**src/rtl/sac_consts.svh**
```systemverilog
// Function
// - a falling edge on the active-low start input begins a conversion
// - start edges during a conversion are ignored; no restart before completion
// - busy output is low for the whole conversion, high otherwise
// - the 14 result bits are decided one at a time, msb first
// - at conversion end the approximation word is loaded into the output latches
// - result bit 13 is the msb, bit 0 the lsb, on parallel outputs
// - flag high with msb low means input above the selected range
// - both range inputs high 0dB, 1/0 -3dB, 0/1 -6dB, both low -9dB
// - nap low powers down conversion circuitry, reference keeps running
// - sleep low shuts down essentially everything
// - flag high on most negative code or input 64 lsb over top
// - result is two's complement, zero at the negative input voltage
// - outputs update about 7ns after busy rises, never on that edge
`ifndef SAC_CONSTS_SVH
`define SAC_CONSTS_SVH

`define SAC_CLK_MHZ 250
`define SAC_RES_BITS 14
`define SAC_CONV_NS 250
`define SAC_CONV_CYC ((`SAC_CONV_NS * `SAC_CLK_MHZ + 999) / 1000)
`define SAC_BIT_CYC (`SAC_CONV_CYC / `SAC_RES_BITS)
`define SAC_DATA_NS 7
`define SAC_DATA_CYC ((`SAC_DATA_NS * `SAC_CLK_MHZ + 999) / 1000)
`define SAC_ACQ_NS 100
`define SAC_ACQ_CYC ((`SAC_ACQ_NS * `SAC_CLK_MHZ + 999) / 1000)
`define SAC_NAP_WAKE_NS 250
`define SAC_NAP_WAKE_CYC ((`SAC_NAP_WAKE_NS * `SAC_CLK_MHZ + 999) / 1000)
`define SAC_SLEEP_WAKE_MS 210
`define SAC_SLEEP_WAKE_CYC (`SAC_SLEEP_WAKE_MS * `SAC_CLK_MHZ * 1000)

`define SAC_ADDR_STATUS 8'h00
`define SAC_ADDR_MASK 8'h04
`define SAC_ADDR_RESULT 8'h08
`define SAC_ADDR_CTRL 8'h0c

`define SAC_EV_DONE 0
`define SAC_EV_IGNORED 1
`define SAC_EV_RANGE 2
`define SAC_EV_BITS 3

`define SAC_CTRL_RST 1'b1
`define SAC_MOST_NEG 14'h2000

`endif

```
**src/rtl/sac_pkg.sv**
```systemverilog
package sac_pkg;
  typedef enum logic [1:0] {
    SAC_SPAN_0DB,
    SAC_SPAN_3DB,
    SAC_SPAN_6DB,
    SAC_SPAN_9DB
  } sac_span_e;

  typedef enum {
    SAC_IDLE,
    SAC_CONV,
    SAC_LATCH
  } sac_state_e;
endpackage

```
**src/rtl/sac_sar_core.sv**
```systemverilog
`timescale 1ns/1ps
`include "sac_consts.svh"
module sac_sar_core
  import sac_pkg::*;
(
  // clock and reset
  input wire logic clk_i,
  input wire logic sys_rst_i,
  // sequencing
  input wire logic start_i,
  input wire logic step_i,
  input wire logic cmp_i,
  // trial word and end of the bit walk
  output logic [`SAC_RES_BITS-1:0] trial_o,
  output logic done_o
);
  localparam int NB = `SAC_RES_BITS;

  logic [NB-1:0] ptr_q;
  logic [NB:0] ptr_ext;

  assign ptr_ext = {1'b0, ptr_q};

  // one-hot pointer walks from the msb down to the lsb
  always_ff @(posedge clk_i) begin
    if (sys_rst_i) begin
      ptr_q <= '0;
    end else if (start_i) begin
      ptr_q <= {1'b1, {(NB-1){1'b0}}};
    end else if (step_i) begin
      ptr_q <= ptr_q >> 1;
    end
  end

  always_ff @(posedge clk_i) begin
    if (sys_rst_i) begin
      done_o <= 1'b0;
    end else begin
      done_o <= step_i & ptr_q[0];
    end
  end

  // the comparator keeps or drops the bit under trial, then the next one is tried
  for (genvar i = 0; i < NB; i++) begin : g_bit
    always_ff @(posedge clk_i) begin
      if (sys_rst_i) begin
        trial_o[i] <= 1'b0;
      end else if (start_i) begin
        trial_o[i] <= (i == NB - 1);
      end else if (step_i && ptr_q[i]) begin
        trial_o[i] <= cmp_i;
      end else if (step_i && ptr_ext[i+1]) begin
        trial_o[i] <= 1'b1;
      end
    end
  end
endmodule

```
**src/rtl/sac_conv_ctrl.sv**
```systemverilog
`timescale 1ns/1ps
`include "sac_consts.svh"
module sac_conv_ctrl
  import sac_pkg::*;
#(
  parameter int SLEEP_WAKE_CYC = `SAC_SLEEP_WAKE_CYC
) (
  // clock and reset
  input wire logic clk_i,
  input wire logic sys_rst_i,
  // host pins
  input wire logic conv_start_n_i,
  input wire logic nap_n_i,
  input wire logic deep_shutdown_n_i,
  input wire logic range_sel_0_i,
  input wire logic range_sel_1_i,
  output logic busy_n_o,
  output logic [`SAC_RES_BITS-1:0] result_o,
  output logic out_of_range_flag_o,
  // analog side
  input wire logic cmp_i,
  input wire logic over_top_i,
  output logic [`SAC_RES_BITS-1:0] dac_code_o,
  output logic track_o,
  output logic conv_pwr_en_o,
  output logic ref_pwr_en_o,
  output sac_span_e span_o,
  // register port
  input wire logic [7:0] addr_i,
  input wire logic [31:0] wr_data_i,
  input wire logic wr_i,
  input wire logic rd_i,
  output logic [31:0] rd_data_o,
  output logic irq_o
);
  localparam int NB = `SAC_RES_BITS;
  localparam int EVB = `SAC_EV_BITS;
  localparam logic [3:0] BIT_LAST = 4'(`SAC_BIT_CYC - 1);
  localparam logic [3:0] DATA_LAST = 4'(`SAC_DATA_CYC - 1);
  localparam logic [25:0] NAP_WAKE = 26'(`SAC_NAP_WAKE_CYC);
  localparam logic [25:0] SLEEP_WAKE = 26'(SLEEP_WAKE_CYC);

  sac_state_e state_q;
  logic start_prev_q;
  logic start_fall;
  logic [3:0] tick_q;
  logic step;
  logic sar_start;
  logic sar_done;
  logic [NB-1:0] trial;
  logic [NB-1:0] word_q;
  logic range_q;
  logic [25:0] wake_q;
  logic awake;
  logic nap_prev_q;
  logic sleep_prev_q;
  logic powered;
  logic [EVB-1:0] status_q;
  logic [EVB-1:0] mask_q;
  logic [EVB-1:0] ev_set;
  logic [EVB-1:0] ev_clr;
  logic enable_q;
  logic wr_status;

  assign start_fall = start_prev_q & ~conv_start_n_i;
  assign powered = nap_n_i & deep_shutdown_n_i;
  // the release cycle itself is not awake yet: the wake timer loads one edge later
  assign awake = powered && nap_prev_q && sleep_prev_q && (wake_q == '0);
  assign sar_start = (state_q == SAC_IDLE) && start_fall && awake && enable_q;
  assign step = (state_q == SAC_CONV) && (tick_q == BIT_LAST);

  always_ff @(posedge clk_i) begin
    if (sys_rst_i) begin
      start_prev_q <= 1'b1;
      nap_prev_q <= 1'b1;
      sleep_prev_q <= 1'b1;
    end else begin
      start_prev_q <= conv_start_n_i;
      nap_prev_q <= nap_n_i;
      sleep_prev_q <= deep_shutdown_n_i;
    end
  end

  // power control: nap keeps the reference, sleep drops everything
  always_ff @(posedge clk_i) begin
    if (sys_rst_i) begin
      conv_pwr_en_o <= 1'b0;
      ref_pwr_en_o <= 1'b0;
    end else begin
      conv_pwr_en_o <= powered;
      ref_pwr_en_o <= deep_shutdown_n_i;
    end
  end

  // wake timer; starts before it runs out are refused rather than converted badly
  always_ff @(posedge clk_i) begin
    if (sys_rst_i) begin
      wake_q <= '0;
    end else if (!powered) begin
      wake_q <= '0;
    end else if (!sleep_prev_q) begin
      wake_q <= SLEEP_WAKE;
    end else if (!nap_prev_q) begin
      wake_q <= NAP_WAKE;
    end else if (wake_q != '0) begin
      wake_q <= wake_q - 26'h0000001;
    end
  end

  // conversion sequencer; a power-down mid conversion aborts without latching
  always_ff @(posedge clk_i) begin
    if (sys_rst_i) begin
      state_q <= SAC_IDLE;
      tick_q <= '0;
    end else begin
      case (state_q)
        SAC_IDLE: begin
          tick_q <= '0;
          if (sar_start) begin
            state_q <= SAC_CONV;
          end
        end
        SAC_CONV: begin
          if (!powered) begin
            state_q <= SAC_IDLE;
          end else if (sar_done) begin
            state_q <= SAC_LATCH;
            tick_q <= '0;
          end else if (step) begin
            tick_q <= '0;
          end else begin
            tick_q <= tick_q + 4'h1;
          end
        end
        SAC_LATCH: begin
          if (tick_q == DATA_LAST) begin
            state_q <= SAC_IDLE;
            tick_q <= '0;
          end else begin
            tick_q <= tick_q + 4'h1;
          end
        end
        default: begin
          state_q <= SAC_IDLE;
        end
      endcase
    end
  end

  sac_sar_core u_sar (
    .clk_i(clk_i),
    .sys_rst_i(sys_rst_i),
    .start_i(sar_start),
    .step_i(step),
    .cmp_i(cmp_i),
    .trial_o(trial),
    .done_o(sar_done)
  );

  assign dac_code_o = trial;

  // busy spans the whole bit walk only; further start edges only set the ignored-start event
  always_ff @(posedge clk_i) begin
    if (sys_rst_i) begin
      busy_n_o <= 1'b1;
      track_o <= 1'b1;
    end else begin
      busy_n_o <= ~(sar_start || ((state_q == SAC_CONV) && !sar_done && powered));
      track_o <= ~(sar_start || ((state_q == SAC_CONV) && !sar_done && powered));
    end
  end

  // finished word is held here until the delayed output update
  always_ff @(posedge clk_i) begin
    if (sys_rst_i) begin
      word_q <= '0;
      range_q <= 1'b0;
    end else if (sar_done) begin
      word_q <= {~trial[NB-1], trial[NB-2:0]};
      range_q <= over_top_i || ({~trial[NB-1], trial[NB-2:0]} == `SAC_MOST_NEG);
    end
  end

  // output latches move only at the end of the delay after busy rises
  always_ff @(posedge clk_i) begin
    if (sys_rst_i) begin
      result_o <= '0;
      out_of_range_flag_o <= 1'b0;
    end else if ((state_q == SAC_LATCH) && (tick_q == DATA_LAST)) begin
      result_o <= word_q;
      out_of_range_flag_o <= range_q;
    end
  end // otherwise held

  // span decode; a span change needs long analog settling, not tracked here
  always_ff @(posedge clk_i) begin
    if (sys_rst_i) begin
      span_o <= SAC_SPAN_0DB;
    end else begin
      case ({range_sel_0_i, range_sel_1_i})
        2'b11: span_o <= SAC_SPAN_0DB;
        2'b10: span_o <= SAC_SPAN_3DB;
        2'b01: span_o <= SAC_SPAN_6DB;
        default: span_o <= SAC_SPAN_9DB;
      endcase
    end
  end

  // events: done, refused start, out of range
  assign ev_set[`SAC_EV_DONE] = (state_q == SAC_LATCH) && (tick_q == DATA_LAST);
  assign ev_set[`SAC_EV_IGNORED] = start_fall && !sar_start;
  assign ev_set[`SAC_EV_RANGE] = (state_q == SAC_LATCH) && (tick_q == DATA_LAST) && range_q;
  assign wr_status = wr_i && (addr_i == `SAC_ADDR_STATUS);
  assign ev_clr = wr_status ? wr_data_i[EVB-1:0] : '0;

  // set beats clear so an event in the clearing cycle survives
  always_ff @(posedge clk_i) begin
    if (sys_rst_i) begin
      status_q <= '0;
    end else begin
      status_q <= (status_q & ~ev_clr) | ev_set;
    end
  end

  always_ff @(posedge clk_i) begin
    if (sys_rst_i) begin
      mask_q <= '0;
      enable_q <= `SAC_CTRL_RST;
    end else if (wr_i && (addr_i == `SAC_ADDR_MASK)) begin
      mask_q <= wr_data_i[EVB-1:0];
    end else if (wr_i && (addr_i == `SAC_ADDR_CTRL)) begin
      enable_q <= wr_data_i[0];
    end
  end

  always_ff @(posedge clk_i) begin
    if (sys_rst_i) begin
      irq_o <= 1'b0;
    end else begin
      irq_o <= |(status_q & mask_q);
    end
  end

  always_ff @(posedge clk_i) begin
    if (sys_rst_i) begin
      rd_data_o <= '0;
    end else if (!rd_i) begin
      rd_data_o <= '0;
    end else if (addr_i == `SAC_ADDR_STATUS) begin
      rd_data_o <= {29'h0, status_q};
    end else if (addr_i == `SAC_ADDR_MASK) begin
      rd_data_o <= {29'h0, mask_q};
    end else if (addr_i == `SAC_ADDR_RESULT) begin
      rd_data_o <= {17'h0, out_of_range_flag_o, result_o};
    end else if (addr_i == `SAC_ADDR_CTRL) begin
      rd_data_o <= {29'h0, awake, ~busy_n_o, enable_q};
    end else begin
      rd_data_o <= '0;
    end
  end
endmodule

```
**config.mk**
```make
export PLATFORM = sky130hd
export DESIGN_NAME = sac_conv_ctrl
export DESIGN_NICKNAME = d
export VERILOG_FILES = /design/src/rtl/sac_pkg.sv /design/src/rtl/sac_sar_core.sv /design/src/rtl/sac_conv_ctrl.sv
export VERILOG_INCLUDE_DIRS = /design/src /design/src/rtl
export SDC_FILE = /design/constraint.sdc
export NUM_CORES = 1
export LEC_CHECK = 0
export BUFFER_PORTS_ARGS = -buffer_cell sky130_fd_sc_hd__buf_2
export CAP_MARGIN = 20
export CELL_PAD_IN_SITES_DETAIL_PLACEMENT = 0
export CELL_PAD_IN_SITES_GLOBAL_PLACEMENT = 1
export CORE_UTILIZATION = 30
export DETAILED_ROUTE_END_ITERATION = 16
export PLACE_DENSITY_LB_ADDON = 0.1
export SLEW_MARGIN = 20
export SYNTH_ARGS = -nofsm -noshare
export SYNTH_HDL_FRONTEND = slang
export SYNTH_SLANG_ARGS = --single-unit
```
**constraint.sdc**
```tcl
create_clock -name clk_i -period 2.2 [get_ports clk_i]
set_clock_uncertainty 0.05 [all_clocks]
set_input_delay 0.44 -clock clk_i [delete_from_list [all_inputs] [get_ports clk_i]]
set_output_delay 0.44 -clock clk_i [all_outputs]
set_load 0.005 [all_outputs]
```
==> impl_metrics.tcl <==
set metrics [dict create \
    dieHeight_um 133.3 \
    max-clock-path-buffers 2 \
    grt_start_max_net_pins 47 \
    tritoncts "yes" \
    die-area_um2 17770 \
    combinational_family_with_the_most_area_after_synthesis "simple AND/OR/NAND/NOR gates" \
    outcome "finished, final reports clean" \
    ys_types 61 \
    area.growth.synth_to_final_pct 29.30 \
    global_route.usage.total 0.1518 \
    min-delay-start "range_sel_1_i" \
    synth_enable_flop_cells 0 \
    fin_util 0.4004 \
    post_route_cells_drive_above_1_share 0.2590 \
    initial_antenna_violation_count 0 \
    worst_supply_voltage_drop_on_vdd_mv 0.5302 \
    period_needed_ns 2.167 \
    cts-hold-fix-buffers 0 \
    crit_path_end_kind "flop" \
    post_layout_nets 742 \
    place.gp.congestion 0.8173 \
    post_synth_fa_ha_maj_area_fraction 0.02178 \
    worst-slew-pin-transition_ns 0.6997 \
    hold-worst-slack_ns 0.1249 \
    synth_cells 584 \
    pin_count 119 \
    cpPeakStageDelay_ns 0.57 \
    r2r_end "u_sar.trial_o[2]" \
    cp_slowest_cell "sky130_fd_sc_hd__or4_4" \
    maxSlewViolCount 0 \
    unrepaired_setup_endpoints_after_global_routing "true" \
    layout_worst_path_cycle_share 0.9848 \
    max_freq_ghz 0.4616 \
    critical_path_peak_fanout 6 \
    synth_area_leaders "sky130_fd_sc_hd__dfxtp_1 47%, sky130_fd_sc_hd__nand2_1 5.3%, sky130_fd_sc_hd__a21oi_1 4.5%" \
    hold_end "span_o[0]" \
    synth_top_area_cell "sky130_fd_sc_hd__dfxtp_1" \
    placeableCoreArea_um2 16700 \
    critical_path_arrival_ns 2.39 \
    criticalPathCategory "flop to flop" \
    antenna_left 0 \
    r2r_start "wake_q[4]" \
    setup_violations 0 \
    syn-mean-instance-area_um2 8.855 \
    floorplan.initialDensity 0.3096 \
    insertion_delay_of_the_later_clocked_pin_in_the_worst_skew_pair_ns 0.42 \
    cap_viol_max_count 0 \
    leftover_overflow_at_the_end_of_global_routing 0 \
    timing.hold.worst_path_depth 2 \
    clock_tree.htree_level_count 4 \
    worstSetupStartpointType "flop" \
    post_drt_wl_per_cell_um 14.57 \
    ys_warn_count 0 \
    synthMostInstantiatedCell "sky130_fd_sc_hd__dfxtp_1" \
    clock_slew_seen_by_the_registers_of_the_worst_setup_and_hold_paths_ns 0.06 \
    synth-compound-area-share 0.1517 \
    drcViolationCount 0 \
    power.static_leakage_nw 2.721 \
    wl_um 13330 \
    power_density_nw_per_um2 925.6 \
    drt-pass1-iter-count 4 \
    setup_tns_ns 0 \
    cts_inserted_buffers 17 \
    synth_seq_cells 122 \
    antenna_cells 0 \
    synth_common_cells "122 x sky130_fd_sc_hd__dfxtp_1, 73 x sky130_fd_sc_hd__nand2_1, 50 x sky130_fd_sc_hd__nor2_1, 47 x sky130_fd_sc_hd__a21oi_1, 28 x sky130_fd_sc_hd__inv_1" \
    timing.final.ws_setup_ns 0.03344 \
    post-layout-total-power_mw 6.189 \
    timing.final.hold_violations 0 \
    first_global_vias 3914 \
    hp-class "primary input to flop" \
    grt_first_pass_wirelength_um 20910 \
    cts_root_buf "sky130_fd_sc_hd__clkbuf_16" \
    numPortBuffers 72 \
    post-place-ws_ns -0.02431 \
    num_vias 4336 \
    regToRegSetupSlack_ns 0.03 \
    netlist.area_leader.share 0.4723 \
    slew-limit-headroom 0.5330 \
    critPathRequiredTime_ns 2.42 \
    half_perimeter_wire_length_after_detailed_placement_um 9273 \
    via_per_inst 4.739 \
    timing.critical_path.max_delay_family "simple AND/OR/NAND/NOR gates" \
    dieWidth_um 133.3 \
    post_synth_and_or_nand_nor_area_fraction 0.2025 \
    floorplan.rows 47 \
    drt_iter0_markers 234 \
    reg2regPathDepth 7 \
    post_synth_mux_area_share 0.04718 \
    ys_dominant_reg_cell "sky130_fd_sc_hd__dfxtp_1" \
    critical_path.n_buffers_inverters 2 \
    synthXorXnorAreaFrac 0.03218 \
    crit_chain "or4_4 -> nor3_4 -> nand3_4 -> buf_6 -> o21ai_4 -> clkbuf_16 -> a221oi_2" \
    synth_area_um2 5171 \
    synth_async_sr_flop_share 0 \
    worst_setup_path_startpoint "wake_q[4]" \
    numClockSinks 122 \
    synth_sequential_area_ratio 0.4723 \
]
==> layer usage <==
metal,track usage,up-vias,wire length [um]
li1,-,2207,-
met1,0.2225,2007,6989
met2,0.2057,112,5564
met3,0.04756,10,645
met4,0.05303,0,133
met5,0,-,0
==> cell families after synthesis <==
group | after synthesis
XOR/XNOR | 19
buffers and inverters | 78
AO/OA/AOI/OAI | 124
adder cells (fa/ha/maj) | 9
AND/OR/NAND/NOR | 208
other | 1
multiplexers | 23
flip-flops | 122
==> cell type report <==
class / count / area, um^2
Tap cell: 220 / 275.3
Clock inverter: 14 / 168.9
Timing Repair Buffer: 112 / 732.0
Multi-Input combinational cell: 400 / 2515
Fill cell: 1728 / 10010
Inverter: 29 / 108.9
Clock buffer: 18 / 439.2
Sequential cell: 122 / 2447
==> worst register-to-register path: cells and delay by family, from the launching register on <==
family / cells / cell delay, ns
AND/OR/NAND/NOR: 3 / 0.94
buffers and inverters: 2 / 0.38
flip-flops: 1 / 0.35
AO/OA/AOI/OAI: 2 / 0.31
==> placed cells by master (no fill, tap or decap), types with 3 or more instances in the layout <==
master                      netlist  layout
sky130_fd_sc_hd__dfxtp_1        122     120
sky130_fd_sc_hd__nand2_1         73      73
sky130_fd_sc_hd__buf_2            5      72
sky130_fd_sc_hd__nor2_1          50      49
sky130_fd_sc_hd__a21oi_1         47      45
sky130_fd_sc_hd__buf_4           19      33
sky130_fd_sc_hd__inv_1           28      28
sky130_fd_sc_hd__o21ai_0         27      27
sky130_fd_sc_hd__mux2i_1         21      21
sky130_fd_sc_hd__clkbuf_16        0      19
sky130_fd_sc_hd__conb_1           1      17
sky130_fd_sc_hd__and2_1          14      14
sky130_fd_sc_hd__nand3_1         10      10
sky130_fd_sc_hd__xnor2_1         10      10
sky130_fd_sc_hd__nor4_1           9       9
sky130_fd_sc_hd__xor2_1           9       9
sky130_fd_sc_hd__nand4_1          8       8
sky130_fd_sc_hd__ha_1             9       8
sky130_fd_sc_hd__and3_1           9       7
sky130_fd_sc_hd__a221oi_1        13       7
sky130_fd_sc_hd__nor2b_1          7       7
sky130_fd_sc_hd__a211oi_1         6       6
sky130_fd_sc_hd__a221oi_2         0       6
sky130_fd_sc_hd__or2_2            5       5
sky130_fd_sc_hd__a31oi_1          5       5
sky130_fd_sc_hd__clkinv_2         0       4
sky130_fd_sc_hd__nor3_1           3       3
sky130_fd_sc_hd__a311oi_1         3       3
sky130_fd_sc_hd__o2111ai_1        3       3
sky130_fd_sc_hd__o22ai_1          3       3
sky130_fd_sc_hd__inv_6            0       3
sky130_fd_sc_hd__bufinv_16        0       3
sky130_fd_sc_hd__buf_6            0       3
==> worst max path at each step <==
stage,endpoint,cells after the start
final,u_sar.trial_o[2],7
after global placement,wake_q[15],5
after CTS,wake_q[11],10
after global routing,u_sar.trial_o[2],7
after detailed placement,wake_q[15],5
after floorplan,u_sar.ptr_q[13],8
==> where the power goes <==
part / total [mW] / switching, mW / internal [mW]
Clock: 2.87 / 1.05 / 1.81
Sequential: 2.28 / 0.0327 / 2.25
Combinational: 1.04 / 0.521 / 0.521
==> what timing repair did <==
item                                    4_1_cts  5_1_grt
hold endpoints to repair                      0        0
resized for setup                             1       23
buffers inserted                              0        7
gates cloned                                  0        2
pin swaps                                     1        8
endpoints found under the setup margin        2       21
==> registers in the layout (all words and copies together) (netlist names), 2 cells and up <==
name,flops
wake_q,26
rd_data_o,15
result_o,14
u_sar.ptr_q,14
u_sar.trial_o,14
word_q,14
tick_q,4
mask_q,3
status_q,3
span_o,2
state_q,2
==> metrics by stage <==
| step | cell area [um^2] | instances |
|---|---|---|
| floorplan | 5231 | 600 |
| CTS | 6475 | 906 |
| global placement | 5863 | 874 |
| finish | 6686 | 915 |
| detailed placement | 5863 | 874 |
| global route | 6686 | 915 |
No activity file was read; power rests on OpenSTA's default activity.
